<file path="config.mk">
export PLATFORM = sky130hd
export DESIGN_NAME = dcbo_unit
export DESIGN_NICKNAME = d
export VERILOG_FILES = /design/src/dcbo_pkg.sv /design/src/dcbo_unit.sv
export VERILOG_INCLUDE_DIRS = /design/src
export SDC_FILE = /design/constraint.sdc
export NUM_CORES = 2
export LEC_CHECK = 0
export ABC_AREA = 1
export BUFFER_PORTS_ARGS = -buffer_cell sky130_fd_sc_hd__buf_2
export CAP_MARGIN = 20
export CORE_UTILIZATION = 50
export DETAILED_ROUTE_END_ITERATION = 8
export PLACE_DENSITY = 0.66
export SLEW_MARGIN = 20
export SYNTH_ARGS = -nofsm -noshare
export SYNTH_HDL_FRONTEND = slang
export SYNTH_SLANG_ARGS = --single-unit
</file>
<file path="constraint.sdc">
create_clock -name sys_clk -period 6.3 [get_ports sys_clk]
set_input_delay 0.315 -clock sys_clk [delete_from_list [all_inputs] [get_ports sys_clk]]
set_output_delay 0.315 -clock sys_clk [all_outputs]
set_load 0.005 [all_outputs]
</file>
<file path="src/dcbo_cfg.svh">
// Purpose: constants for the data cache block operation unit
// Assumes: big-endian bit numbering of the instruction word, bit 0 is the msb
// Notes:   timing-free; line size is in bytes, burst length in bus beats
`ifndef DCBO_CFG_SVH
`define DCBO_CFG_SVH

`define DCBO_PRIMARY_OP      6'h1F
`define DCBO_XO_INVALIDATE   10'h1D6
`define DCBO_XO_STORE        10'h036
`define DCBO_XO_TOUCH        10'h116
`define DCBO_XO_TOUCH_ST     10'h0F6
`define DCBO_LINE_BYTES      32
`define DCBO_OFF_BITS        5
`define DCBO_REG_ZERO        5'h00
`define DCBO_BEATS           8

`endif

</file>
<file path="src/dcbo_pkg.sv">
// Purpose: types shared by the data cache block operation unit
// Assumes: nothing beyond the constants header
// Notes:   operation codes are one-hot
package dcbo_pkg;
   typedef enum logic [4:0] {
      DCBO_OP_NONE = 5'h01,
      DCBO_OP_INV  = 5'h02,
      DCBO_OP_ST   = 5'h04,
      DCBO_OP_TCH  = 5'h08,
      DCBO_OP_TST  = 5'h10
   } dcbo_op_e;

   typedef enum logic [3:0] {
      DCBO_IDLE  = 4'h1,
      DCBO_WBACK = 4'h2,
      DCBO_FILL  = 4'h4,
      DCBO_DONE  = 4'h8
   } dcbo_state_e;
endpackage

</file>
<file path="src/dcbo_unit.sv">
// Purpose: decode and execute line invalidate, store-if-modified, touch and
//          touch-for-store against a direct-mapped tag store
// Assumes: translation, zone and attribute lookups are supplied by the core
// Notes:   line data itself lives outside; this unit owns tag, valid, modified
//
// Summary of operation
// - line invalidate: opcode 31, extended 470
// - store-if-modified: opcode 31, extended 54
// - touch: opcode 31, extended 278
// - touch-for-store: opcode 31, extended 246
// - base is zero when base field is 0
// - effective address is base plus index register
// - invalidate clears hit line regardless of cachability
// - invalidate drops modified data without write-back
// - invalidate in user mode raises program exception
// - invalidate zone faults with relocation on
// - invalidate faults on user attribute with enable
// - invalidate and store fault on translation miss
// - store writes modified hit line, clears modified
// - store is no-op on clean or miss
// - store faults only user no-access; invalidate as store
// - touch fills cachable missing line, else nothing
// - touch never faults; becomes no-operation instead
// - touch-for-store behaves exactly like touch
// - debug compare: invalidate/store stores, touches loads
// - reserved bits set: no program exception
// - each operation acts on one 32-byte line
`timescale 1ns/1ps
`include "dcbo_cfg.svh"

module dcbo_unit #(
   parameter int ADDR_W = 32,
   parameter int SETS_W = 6
) (
   input  wire logic              sys_clk,
   input  wire logic              sys_rst,
   input  wire logic              instr_valid,
   input  wire logic [31:0]       instr_word,
   input  wire logic [ADDR_W-1:0] base_reg_value,
   input  wire logic [ADDR_W-1:0] index_reg_value,
   input  wire logic              user_mode,
   input  wire logic              reloc_enable,
   input  wire logic              tlb_hit,
   input  wire logic              zone_no_access,
   input  wire logic              zone_read_only,
   input  wire logic              cachable,
   input  wire logic              user_attr_zero,
   input  wire logic              user_attr_zero_exc_enable,
   input  wire logic              bus_beat_ack,
   output logic                   instr_ready,
   output logic                   instr_done,
   output logic                   exc_program,
   output logic                   exc_data_storage,
   output logic                   exc_tlb_miss,
   output logic                   dac_valid,
   output logic                   dac_is_store,
   output logic [ADDR_W-1:0]      dac_addr,
   output logic                   bus_req,
   output logic                   bus_write,
   output logic [ADDR_W-1:0]      bus_addr
);
   localparam int SETS  = 1 << SETS_W;
   localparam int TAG_W = ADDR_W - SETS_W - `DCBO_OFF_BITS;

   // =========================================================================
   // helpers
   // =========================================================================
   function automatic logic [SETS_W-1:0] set_of(input logic [ADDR_W-1:0] a);
      set_of = a[`DCBO_OFF_BITS +: SETS_W];
   endfunction

   function automatic logic [TAG_W-1:0] tag_of(input logic [ADDR_W-1:0] a);
      tag_of = a[ADDR_W-1 -: TAG_W];
   endfunction

   // =========================================================================
   // decode
   // =========================================================================
   wire logic [5:0] f_primary  = instr_word[31:26];
   wire logic [4:0] f_base     = instr_word[20:16];
   wire logic [9:0] f_extended = instr_word[10:1];
   wire logic       is_x31     = instr_valid & (f_primary == `DCBO_PRIMARY_OP);
   // reserved bits 6-10 and 31 are not checked: no program exception for them
   wire logic d_inv = is_x31 & (f_extended == `DCBO_XO_INVALIDATE);
   wire logic d_st  = is_x31 & (f_extended == `DCBO_XO_STORE);
   wire logic d_tch = is_x31 & (f_extended == `DCBO_XO_TOUCH);
   wire logic d_tst = is_x31 & (f_extended == `DCBO_XO_TOUCH_ST);
   wire logic d_any = d_inv | d_st | d_tch | d_tst;

   wire logic [ADDR_W-1:0] base_val =
      (f_base == `DCBO_REG_ZERO) ? '0 : base_reg_value;
   wire logic [ADDR_W-1:0] effective_addr = base_val + index_reg_value;
   wire logic [ADDR_W-1:0] line_addr =
      {effective_addr[ADDR_W-1:`DCBO_OFF_BITS], {`DCBO_OFF_BITS{1'b0}}};

   // =========================================================================
   // exception checks
   // =========================================================================
   wire logic tlb_fault = reloc_enable & ~tlb_hit;
   wire logic inv_priv  = d_inv & user_mode;
   // invalidate is a store: both zone kinds and the user attribute apply
   wire logic inv_dsi = d_inv & ((reloc_enable & ((zone_no_access & user_mode)
                        | zone_read_only))
                        | (user_attr_zero & user_attr_zero_exc_enable));
   // store-if-modified is a load: only user no-access applies
   wire logic st_dsi  = d_st & reloc_enable & user_mode & zone_no_access;
   wire logic tlb_exc = (d_inv | d_st) & tlb_fault;
   wire logic any_exc = inv_priv | inv_dsi | st_dsi | tlb_exc;
   // touches raise no exception; translation and zone faults drop them quietly
   wire logic tch_ok  = (d_tch | d_tst) & ~tlb_fault & ~(reloc_enable
                        & ((zone_no_access & user_mode) | zone_read_only));

   // =========================================================================
   // tag store
   // =========================================================================
   logic [TAG_W-1:0] tag_mem [SETS];
   logic [SETS-1:0]  valid_r;
   logic [SETS-1:0]  dirty_r;

   wire logic [SETS_W-1:0] ea_set = set_of(effective_addr);
   wire logic hit = valid_r[ea_set] & (tag_mem[ea_set] == tag_of(effective_addr));

   // =========================================================================
   // sequencer
   // =========================================================================
   dcbo_pkg::dcbo_state_e state_r;
   dcbo_pkg::dcbo_state_e state_nxt;
   logic [2:0]            beat_r;
   logic [ADDR_W-1:0]     op_addr_r;
   wire logic [SETS_W-1:0] op_set = set_of(op_addr_r);
   wire logic last_beat = bus_beat_ack & (beat_r == 3'(`DCBO_BEATS - 1));

   wire logic take      = (state_r == dcbo_pkg::DCBO_IDLE) & d_any;
   wire logic do_inv    = take & d_inv & ~any_exc & hit;
   wire logic do_wback  = take & d_st & ~any_exc & hit & dirty_r[ea_set];
   wire logic do_fill   = take & tch_ok & cachable & ~hit;

   always_comb begin
      state_nxt = state_r;
      case (state_r)
         dcbo_pkg::DCBO_IDLE: begin
            if (do_wback)
               state_nxt = dcbo_pkg::DCBO_WBACK;
            else if (do_fill)
               state_nxt = dcbo_pkg::DCBO_FILL;
         end
         dcbo_pkg::DCBO_WBACK,
         dcbo_pkg::DCBO_FILL: begin
            if (last_beat)
               state_nxt = dcbo_pkg::DCBO_DONE;
         end
         dcbo_pkg::DCBO_DONE:
            state_nxt = dcbo_pkg::DCBO_IDLE;
         default:
            state_nxt = dcbo_pkg::DCBO_IDLE;
      endcase
   end

   wire logic busy_nxt = (state_nxt != dcbo_pkg::DCBO_IDLE);
   wire logic quick_done = take & ~do_wback & ~do_fill;
   wire logic burst_end  = ((state_r == dcbo_pkg::DCBO_WBACK)
                           | (state_r == dcbo_pkg::DCBO_FILL)) & last_beat;

   always_ff @(posedge sys_clk) begin
      if (sys_rst) begin
         state_r <= dcbo_pkg::DCBO_IDLE;
         beat_r  <= 3'h0;
      end else begin
         state_r <= state_nxt;
         if (take)
            beat_r <= 3'h0;
         else if (bus_beat_ack)
            beat_r <= beat_r + 3'h1;
      end
   end

   always_ff @(posedge sys_clk) begin
      if (take)
         op_addr_r <= line_addr;
   end

   // line state changes only after the whole burst
   always_ff @(posedge sys_clk) begin
      if (sys_rst) begin
         valid_r <= '0;
         dirty_r <= '0;
      end else if (do_inv) begin
         valid_r[ea_set] <= 1'b0;
         dirty_r[ea_set] <= 1'b0;
      end else if (burst_end & (state_r == dcbo_pkg::DCBO_WBACK)) begin
         dirty_r[op_set] <= 1'b0;
      end else if (burst_end) begin
         valid_r[op_set] <= 1'b1;
         dirty_r[op_set] <= 1'b0;
      end
   end

   always_ff @(posedge sys_clk) begin
      if (burst_end & (state_r == dcbo_pkg::DCBO_FILL))
         tag_mem[op_set] <= tag_of(op_addr_r);
   end

   // =========================================================================
   // registered outputs
   // =========================================================================
   always_ff @(posedge sys_clk) begin
      if (sys_rst) begin
         instr_ready      <= 1'b0;
         instr_done       <= 1'b0;
         exc_program      <= 1'b0;
         exc_data_storage <= 1'b0;
         exc_tlb_miss     <= 1'b0;
         dac_valid        <= 1'b0;
         dac_is_store     <= 1'b0;
         dac_addr         <= '0;
      end else begin
         instr_ready      <= ~busy_nxt;
         instr_done       <= quick_done | burst_end;
         exc_program      <= take & inv_priv;
         exc_data_storage <= take & ~inv_priv & (inv_dsi | st_dsi);
         exc_tlb_miss     <= take & ~inv_priv & ~inv_dsi & ~st_dsi & tlb_exc;
         dac_valid        <= take;
         dac_is_store     <= take & (d_inv | d_st);
         if (take)
            dac_addr <= effective_addr;
      end
   end

   always_ff @(posedge sys_clk) begin
      if (sys_rst) begin
         bus_req   <= 1'b0;
         bus_write <= 1'b0;
         bus_addr  <= '0;
      end else begin
         bus_req   <= (state_nxt == dcbo_pkg::DCBO_WBACK)
                      | (state_nxt == dcbo_pkg::DCBO_FILL);
         bus_write <= (state_nxt == dcbo_pkg::DCBO_WBACK);
         if (take)
            bus_addr <= line_addr;
      end
   end

   // =========================================================================
   // checks
   // =========================================================================
   a_user_inv_prog: assert property (@(posedge sys_clk) disable iff (sys_rst)
      take & d_inv & user_mode |=> exc_program & ~bus_req)
      else $error("user invalidate without program exception");
   a_touch_no_exc: assert property (@(posedge sys_clk) disable iff (sys_rst)
      take & (d_tch | d_tst) |=> ~exc_data_storage & ~exc_tlb_miss)
      else $error("touch raised a data exception");
   a_inv_no_wb: assert property (@(posedge sys_clk) disable iff (sys_rst)
      take & d_inv |=> ~bus_req ##1 ~bus_req)
      else $error("invalidate wrote back");
   a_inv_clears: assert property (@(posedge sys_clk) disable iff (sys_rst)
      do_inv |=> ~valid_r[$past(ea_set)])
      else $error("invalidate left line valid");
   a_st_tlb_miss: assert property (@(posedge sys_clk) disable iff (sys_rst)
      take & d_st & reloc_enable & ~tlb_hit & ~st_dsi |=> exc_tlb_miss)
      else $error("store missed tlb without exception");
   a_st_clean_nop: assert property (@(posedge sys_clk) disable iff (sys_rst)
      take & d_st & ~(hit & dirty_r[ea_set]) |=> ~bus_req & instr_done)
      else $error("store on clean line used bus");
   a_wb_write: assert property (@(posedge sys_clk) disable iff (sys_rst)
      do_wback |=> bus_req & bus_write & (bus_addr[`DCBO_OFF_BITS-1:0] == '0))
      else $error("write-back burst not started");
   a_fill_read: assert property (@(posedge sys_clk) disable iff (sys_rst)
      do_fill |=> bus_req & ~bus_write)
      else $error("fill burst not started");
   a_dac_class: assert property (@(posedge sys_clk) disable iff (sys_rst)
      take |=> dac_valid & (dac_is_store == $past(d_inv | d_st)))
      else $error("wrong address-compare class");
   a_state_late: assert property (@(posedge sys_clk) disable iff (sys_rst)
      (state_r == dcbo_pkg::DCBO_FILL) & ~last_beat |=> $stable(valid_r))
      else $error("line state changed mid burst");
   a_dec_inval: assert property (@(posedge sys_clk) disable iff (sys_rst)
      take & d_inv |=> dac_valid & dac_is_store)
      else $error("invalidate not decoded");
   a_dec_store: assert property (@(posedge sys_clk) disable iff (sys_rst)
      take & d_st |=> dac_valid & dac_is_store)
      else $error("store-if-modified not decoded");
   a_dec_touch: assert property (@(posedge sys_clk) disable iff (sys_rst)
      take & d_tch |=> dac_valid & ~dac_is_store)
      else $error("touch not decoded");
   a_dec_touch_st: assert property (@(posedge sys_clk) disable iff (sys_rst)
      take & d_tst |=> dac_valid & ~dac_is_store)
      else $error("touch-for-store not decoded");
   a_base_zero: assert property (@(posedge sys_clk) disable iff (sys_rst)
      take & (f_base == `DCBO_REG_ZERO) |=> dac_addr == $past(index_reg_value))
      else $error("zero base field not treated as zero");
   a_ea_sum: assert property (@(posedge sys_clk) disable iff (sys_rst)
      take & (f_base != `DCBO_REG_ZERO) |=> dac_addr == $past(base_reg_value + index_reg_value))
      else $error("effective address not base plus index");
   a_inv_miss_nop: assert property (@(posedge sys_clk) disable iff (sys_rst)
      take & d_inv & ~hit |=> $stable(valid_r) & ~bus_req)
      else $error("invalidate miss changed state");
   a_inv_ro_zone: assert property (@(posedge sys_clk) disable iff (sys_rst)
      take & d_inv & ~user_mode & reloc_enable & zone_read_only |=> exc_data_storage)
      else $error("privileged read-only zone not faulted");
   a_inv_attr: assert property (@(posedge sys_clk) disable iff (sys_rst)
      take & d_inv & ~user_mode & user_attr_zero & user_attr_zero_exc_enable |=> exc_data_storage)
      else $error("user attribute not faulted");
   a_st_ro_load: assert property (@(posedge sys_clk) disable iff (sys_rst)
      take & d_st & ~zone_no_access |=> ~exc_data_storage)
      else $error("store-if-modified faulted without no-access zone");
   a_wb_clean: assert property (@(posedge sys_clk) disable iff (sys_rst)
      burst_end & (state_r == dcbo_pkg::DCBO_WBACK) |=> ~dirty_r[$past(op_set)])
      else $error("write-back left line modified");
   a_st_miss_nop: assert property (@(posedge sys_clk) disable iff (sys_rst)
      take & d_st & ~hit |=> ~bus_req & $stable(dirty_r))
      else $error("store-if-modified miss did something");
   a_fill_valid: assert property (@(posedge sys_clk) disable iff (sys_rst)
      burst_end & (state_r == dcbo_pkg::DCBO_FILL) |=> valid_r[$past(op_set)])
      else $error("fill did not validate line");
   a_touch_uncach: assert property (@(posedge sys_clk) disable iff (sys_rst)
      take & (d_tch | d_tst) & ~cachable |=> ~bus_req & instr_done)
      else $error("uncachable touch used bus");
   a_touch_hit_nop: assert property (@(posedge sys_clk) disable iff (sys_rst)
      take & (d_tch | d_tst) & hit |=> ~bus_req)
      else $error("touch hit used bus");
   a_touch_quiet: assert property (@(posedge sys_clk) disable iff (sys_rst)
      take & (d_tch | d_tst) & reloc_enable & ~tlb_hit |=> ~bus_req & instr_done)
      else $error("faulting touch not dropped");
   a_tst_like_tch: assert property (@(posedge sys_clk) disable iff (sys_rst)
      take & d_tst & tch_ok & cachable & ~hit |=> bus_req & ~bus_write)
      else $error("touch-for-store differs from touch");
   a_priv_no_prog: assert property (@(posedge sys_clk) disable iff (sys_rst)
      take & ~user_mode |=> ~exc_program)
      else $error("program exception outside user mode");
   a_line_align: assert property (@(posedge sys_clk) disable iff (sys_rst)
      bus_req |-> bus_addr[`DCBO_OFF_BITS-1:0] == '0)
      else $error("bus address not line aligned");
   a_burst_end: assert property (@(posedge sys_clk) disable iff (sys_rst)
      burst_end |=> ~bus_req & instr_done)
      else $error("burst did not end after last beat");
   a_busy_ready: assert property (@(posedge sys_clk) disable iff (sys_rst)
      bus_req |-> ~instr_ready)
      else $error("ready during burst");
   a_exc_single: assert property (@(posedge sys_clk) disable iff (sys_rst)
      $onehot0({exc_program, exc_data_storage, exc_tlb_miss}))
      else $error("more than one exception at once");
endmodule

</file>
# --- Word-level counts from Yosys, hierarchy flattened ---
# Memories as Yosys holds them, arrays and structs flattened.
# Cells that the tools add are included.
op_classes:
  addsub: 2
  magnitude_cmp: 4
  eq_ne: 14
  mux: 21
  n_bitwise: 72
  n_reduce_logical: 8
ops:
  columns: ["op", "count"]
  rows:
  - ["$mux 64", 6]
  - ["$and 64x64->64", 3]
  - ["$not 64->64", 2]
  - ["$or 64x64->64", 1]
  - ["$and 1x1->1", 42]
  - ["$add 32x32->32", 1]
  - ["$mux 32", 1]
  - ["$eq 21x21->1", 1]
  - ["$eq 10x9->1 const B", 2]
  - ["$lt 6x7->1 const B", 2]
  - ["$or 1x1->1", 13]
  - ["$bmux 1 s6", 2]
  - ["$demux 1 s6", 2]
  - ["$ge 6x1->1 const B", 2]
  - ["$mux 4", 3]
  - ["$not 1->1", 11]
  - ["$eq 10x6->1 const B", 1]
  - ["$eq 10x8->1 const B", 1]
  - ["$eq 4x2->1 const B", 2]
  - ["$eq 4x3->1 const B", 2]
  - ["$pmux 4 s2", 1]
  - ["$eq 6x5->1 const B", 1]
  - ["$mux 1", 6]
  - ["$logic_not 5->1", 1]
  - ["other kinds (10)", 12]
totals:
  reg_bits: 230
  ram_bits: 1344
  inputBits: 108
  out_inout_bits: 73
  memories: 1
mem_list:
  columns: ["memory", "words", "width", "rd", "rd_clocked_by_memory_dff", "wr", "line", "source"]
  rows:
  - ["tag_mem", 64, 21, 1, 0, 1, "dcbo_unit.sv:116", "logic [TAG_W-1:0] tag_mem [SETS];"]

# --- Logic depth before layout (Yosys ltp) ---
logic_depth:
  word_depth: 16
  mapped_depth: 38

# --- Least setup slack after synthesis ---
# Ideal clock, no wire load.
synth_timing:
  path_kind: "input -> register"
  startpoint: "input port instr_word[19]"
  endpoint: "register valid_r[10]"
  setup_time_ns: 0.132
  arrival_ns: 4.069
  t_required_ns: 6.168
  slack_ns: 2.098
  stages: 37
  n_path_buf: 5
  path_cell_list: "nor3_1 nand2_1 clkbuf_1 nand2_1 inv_1 ha_1 fa_1 nand2_1 inv_1 nand2_1 nand2_1 nand2_1 nand2_1 inv_1 nand2_1 nand2_1 buf_2 clkbuf_1 nand2_1 nand2_1 nand2_1 nand2_1 nand2_1 nand2_1 nor2_1 nand3_1 nand2_1 nor2_1 nand2_1 nor2_1 nand3_1 nor2_1 nand2_1 buf_4 buf_2 nand3_1 a21oi_1"
synth_via:
  elab_chain_cells: 10
  elab_cells_between_ends: 20
  classes_between: "add/sub (1); order compare (2); eq/ne (2); mux (6); bitwise (4); reduce/logical (4); memory (1)"
synth_rtl:
  columns: ["element", "line", "source"]
  rows:
  - ["start, declared", "dcbo_unit.sv:38", "input wire logic [31:0] instr_word,"]
  - ["$logic_not 5->1 (no line) *", null, null]
  - ["$mux 32 *", "dcbo_unit.sv:91", "(f_base == `DCBO_REG_ZERO) ? '0 : base_reg_value;"]
  - ["$add 32x32->32 *", "dcbo_unit.sv:92", "wire logic [ADDR_W-1:0] effective_addr = base_val + index_reg_value;"]
  - ["branches (longest 7 deep; another with $mem_v2 64x21)", null, null]
  - ["end signal, assigned", "dcbo_unit.sv:185", "valid_r <= '0;"]
  - ["end signal, assigned by index", "dcbo_unit.sv:188", "valid_r[ea_set] <= 1'b0;"]
  - ["end signal, assigned by index", "dcbo_unit.sv:193", "valid_r[op_set] <= 1'b1;"]
  - ["end, declared", "dcbo_unit.sv:117", "logic [SETS-1:0] valid_r;"]
# Every way passes the cells marked *. The select of a mux whose other input is x is not followed.
# A chain may end at the register's enable or synchronous reset.

# --- Worst setup path after layout ---
layout_timing:
  startpoint: "input port index_reg_value[0]"
  endpoint: "register valid_r[27]"
layout_via:
  elab_chain_cells: 8
  elab_cells_between_ends: 18
  classes_between: "add/sub (1); order compare (2); eq/ne (2); mux (5); bitwise (4); reduce/logical (3); memory (1)"
layout_rtl:
  columns: ["element", "line", "source"]
  rows:
  - ["start, declared", "dcbo_unit.sv:40", "input wire logic [ADDR_W-1:0] index_reg_value,"]
  - ["$add 32x32->32 *", "dcbo_unit.sv:92", null]
  - ["net effective_addr[10]", "dcbo_unit.sv:92", null]
  - ["branches (longest 7 deep; another with $mem_v2 64x21)", null, null]
# Mark *: on every way through the listed nets, which the timed path passes. The select of a mux whose other input is x is not followed.

==> results_dict.tcl <==
set metrics [dict create \
    status "finished, final reports clean" \
    grt_pass1_wl_um 317000 \
    drive_gt1_share_pct 8.23 \
    min_path_type "primary input to flip-flop" \
    syn2layout_area_growth_pct 12.3 \
    p_leak_nw 36.7 \
    cp_common_cell "nand2_1" \
    dp_hpwl_um 126000 \
    multi_input_area_um2 21500 \
    hold_ws_ns 0.0523 \
    dieWidth_um 382 \
    holdPathStages 6 \
    syn_inst 8173 \
    placed_cell_area_um2 75800 \
    grt_antenna_before_repair 4 \
    drv_cap 0 \
    final_nets 8454 \
    post_drt_via_cell_ratio 5.32 \
    initial_core_util_pct 50.7 \
    worst_pin_slew_ns 1.14 \
    cts_resized 0 \
    pwr_density_cell_nw_per_um2 305 \
    reg2reg_depth 8 \
    clock_path_buffers 3 \
    grtUsageTotal_pct 29.0 \
    rows 138 \
    cts.clk_slew.worst_paths_ns 0.06 \
    max_clock_freq_mhz 187 \
    first_pass_iters 7 \
    clock_tree.root_cell "clkbuf_16" \
    synth_edf_count 1371 \
    wirelength_um 213000 \
    yosysSeqAreaShare_pct 62.0 \
    synth_cell_types 49 \
    antenna_left 0 \
    clk_latency_ns 0.83 \
    io_buffers 164 \
    final.fill_count 12300 \
    rsz0062_at_grt "false" \
    postSynthAreaPerCell_um2 8.82 \
    design_area_um2 80900 \
    core_region_area_um2 142000 \
    dr_total_vias 54900 \
    max_stage_delay_ns 0.63 \
    grt_overflow 0 \
    io_pins 181 \
    finalClockSkew_ns 0.0515 \
    syn_area_um2 72100 \
    cts_tree "yes" \
    htreeDepth 4 \
    cp_max_fo 72 \
    cts_made_buffers 162 \
    drc_errors 0 \
    total_power_mw 24.7 \
    gp_congestion 0.907 \
    setup_viol 0 \
    grt_max_degree 85 \
    synth_flop_cell "edfxtp_1" \
    post-route-min-period_ns 5.35 \
    period_share_pct 84.9 \
    fin_setup_tns_ns 0 \
    ir_drop_uv 203 \
    first_global_vias 51000 \
    max_slew_margin_pct 23.8 \
    drt_iter0_drc 6486 \
    ys_warn_count 0 \
    cts.sinks 1547 \
    cp-end-kind "flip-flop" \
    cpMaxStageDelayCell "buf_4" \
    ys_ff_latch 1547 \
    drt-wirelength-per-cell_um 20.6 \
    regArea_um2 44700 \
    maxSlewViolCount 0 \
    die-area_um2 146000 \
    hold_violations 0 \
    async_reset_ff_share_pct 0 \
    die_y_um 382 \
    worstPathArrival_ns 6.10 \
    worstSetupPathType "primary input to flip-flop" \
    worst_setup_path_start_kind "primary input" \
    crit_required_ns 7.05 \
]
-- per-stage QoR --
step	setup WS, ns	std cells	utilization (%)
after floorplan	2.10	8177	-
after global placement	0.416	10000	53.3
after detailed placement	0.277	10000	53.3
after CTS	1.10	10300	56.9
after global routing	0.561	10300	56.9
final	0.951	10300	56.9
-- path summary, 6_finish.rpt --
path,startpoint,endpoint,slack (ns)
worst max-delay path,index_reg_value[0],valid_r[27],0.95
worst min-delay path,base_reg_value[2],dac_addr[2],0.05
worst max register to register,beat_r[0],tag_mem[25][8],2.30
worst min register to register,dirty_r[1],dirty_r[1],0.44
-- power by group --
group	leakage (nW)	switching, mW	internal [mW]
logic	20.6	3.29	1.25
registers	13.7	0.00116	11.0
clock network	2.42	3.98	5.17
total	36.7	7.27	17.4
-- routing by layer --
layer  part of all wire (%)  wire length [um]  GRT usage (%)  vias to the layer above
li1                       -                 -              -                    26000
met1                     41             87700           40.4                    25800
met5                  0.025                53              0                        -
met2                     45             95600           44.9                     2725
met4                    4.0              8630           11.7                        6
met3                    9.9             21200           5.21                      441
-- final cells by class --
cell class	count	share of cell area [%]
diodes	4	0.0124
clock buffers	223	5.38
clock inverters	71	0.751
inverters	1148	5.33
multi-input cells	5060	26.5
flip-flops and latches	1547	55.2
well taps	1890	2.92
repair buffers	393	3.85
-- placed cells by master, fill, tap and decap left out, types with 158 or more instances in the layout --
cell and n:
inv_1 1134, clkbuf_16 163, nand2_1 3574, a21oi_1 175
edfxtp_1 1371, nor2_1 457, dfxtp_1 176, buf_4 174
nand3_1 197, buf_2 164, o21ai_0 158
-- sequential cells by signal, summed over array words and instances, names as in the netlist --
signal            flops
dac_addr             32
instr_ready           1
beat_r                3
exc_program           1
state_r               4
tag_mem            1344
op_addr_r            27
dac_is_store          1
exc_tlb_miss          1
dirty_r              64
instr_done            1
valid_r              64
exc_data_storage      1
dac_valid             1
bus_write             1
bus_req               1
-- timing repair --
item | CTS | global route
buffers inserted | 0 | 0
hold buffers | 11 | 0
endpoints found under the hold margin | 13 | 0
-- cell usage after synthesis (2+ instances only) --
| cell type | number | area share [%] |
|---|---|---|
| a21o_1 | 5 | 0.052 |
| a21oi_1 | 175 | 1.2 |
| a31oi_1 | 4 | 0.035 |
| buf_1 | 23 | 0.12 |
| buf_2 | 247 | 1.7 |
| buf_4 | 39 | 0.41 |
| buf_6 | 4 | 0.062 |
| clkbuf_1 | 109 | 0.57 |
| dfxtp_1 | 176 | 4.9 |
| edfxtp_1 | 1371 | 57 |
| ha_1 | 33 | 0.57 |
| inv_1 | 1144 | 6.0 |
| inv_2 | 3 | 0.016 |
| mux2i_1 | 2 | 0.028 |
| nand2_1 | 3576 | 19 |
| nand2_2 | 5 | 0.043 |
| nand2_4 | 2 | 0.031 |
| nand3_1 | 197 | 1.4 |
| nand3_2 | 3 | 0.042 |
| nand3b_1 | 28 | 0.29 |
| nand4_1 | 74 | 0.64 |
| nor2_1 | 465 | 2.4 |
| nor2_2 | 2 | 0.017 |
| nor3_1 | 93 | 0.65 |
| nor4_1 | 4 | 0.035 |
| o21ai_0 | 158 | 1.1 |
| o21ai_1 | 116 | 0.81 |
| o21bai_1 | 8 | 0.083 |
| o22ai_1 | 64 | 0.56 |
| xnor2_1 | 9 | 0.11 |
| xor2_1 | 14 | 0.17 |
| xor2_2 | 3 | 0.068 |
-- critical path, delay by kind of cell --
kind	cells	cell delay [ns]
AO/OA/AOI/OAI	1	0.20
AND/OR/NAND/NOR	21	3.07
buffers and inverters	7	1.82
adder cells (fa/ha/maj)	2	0.64
-- cells by family after synthesis --
family | count (synthesis) | synth area share, %
other | 1 | 0.00520
multiplexers | 2 | 0.0278
adder cells (fa/ha/maj) | 34 | 0.601
AO/OA/AOI/OAI | 539 | 3.95
AND/OR/NAND/NOR | 4454 | 24.2
flip-flops | 1547 | 62.0
XOR/XNOR | 26 | 0.347
buffers and inverters | 1570 | 8.85
Note: power is estimated with default switching activity, not from simulation.
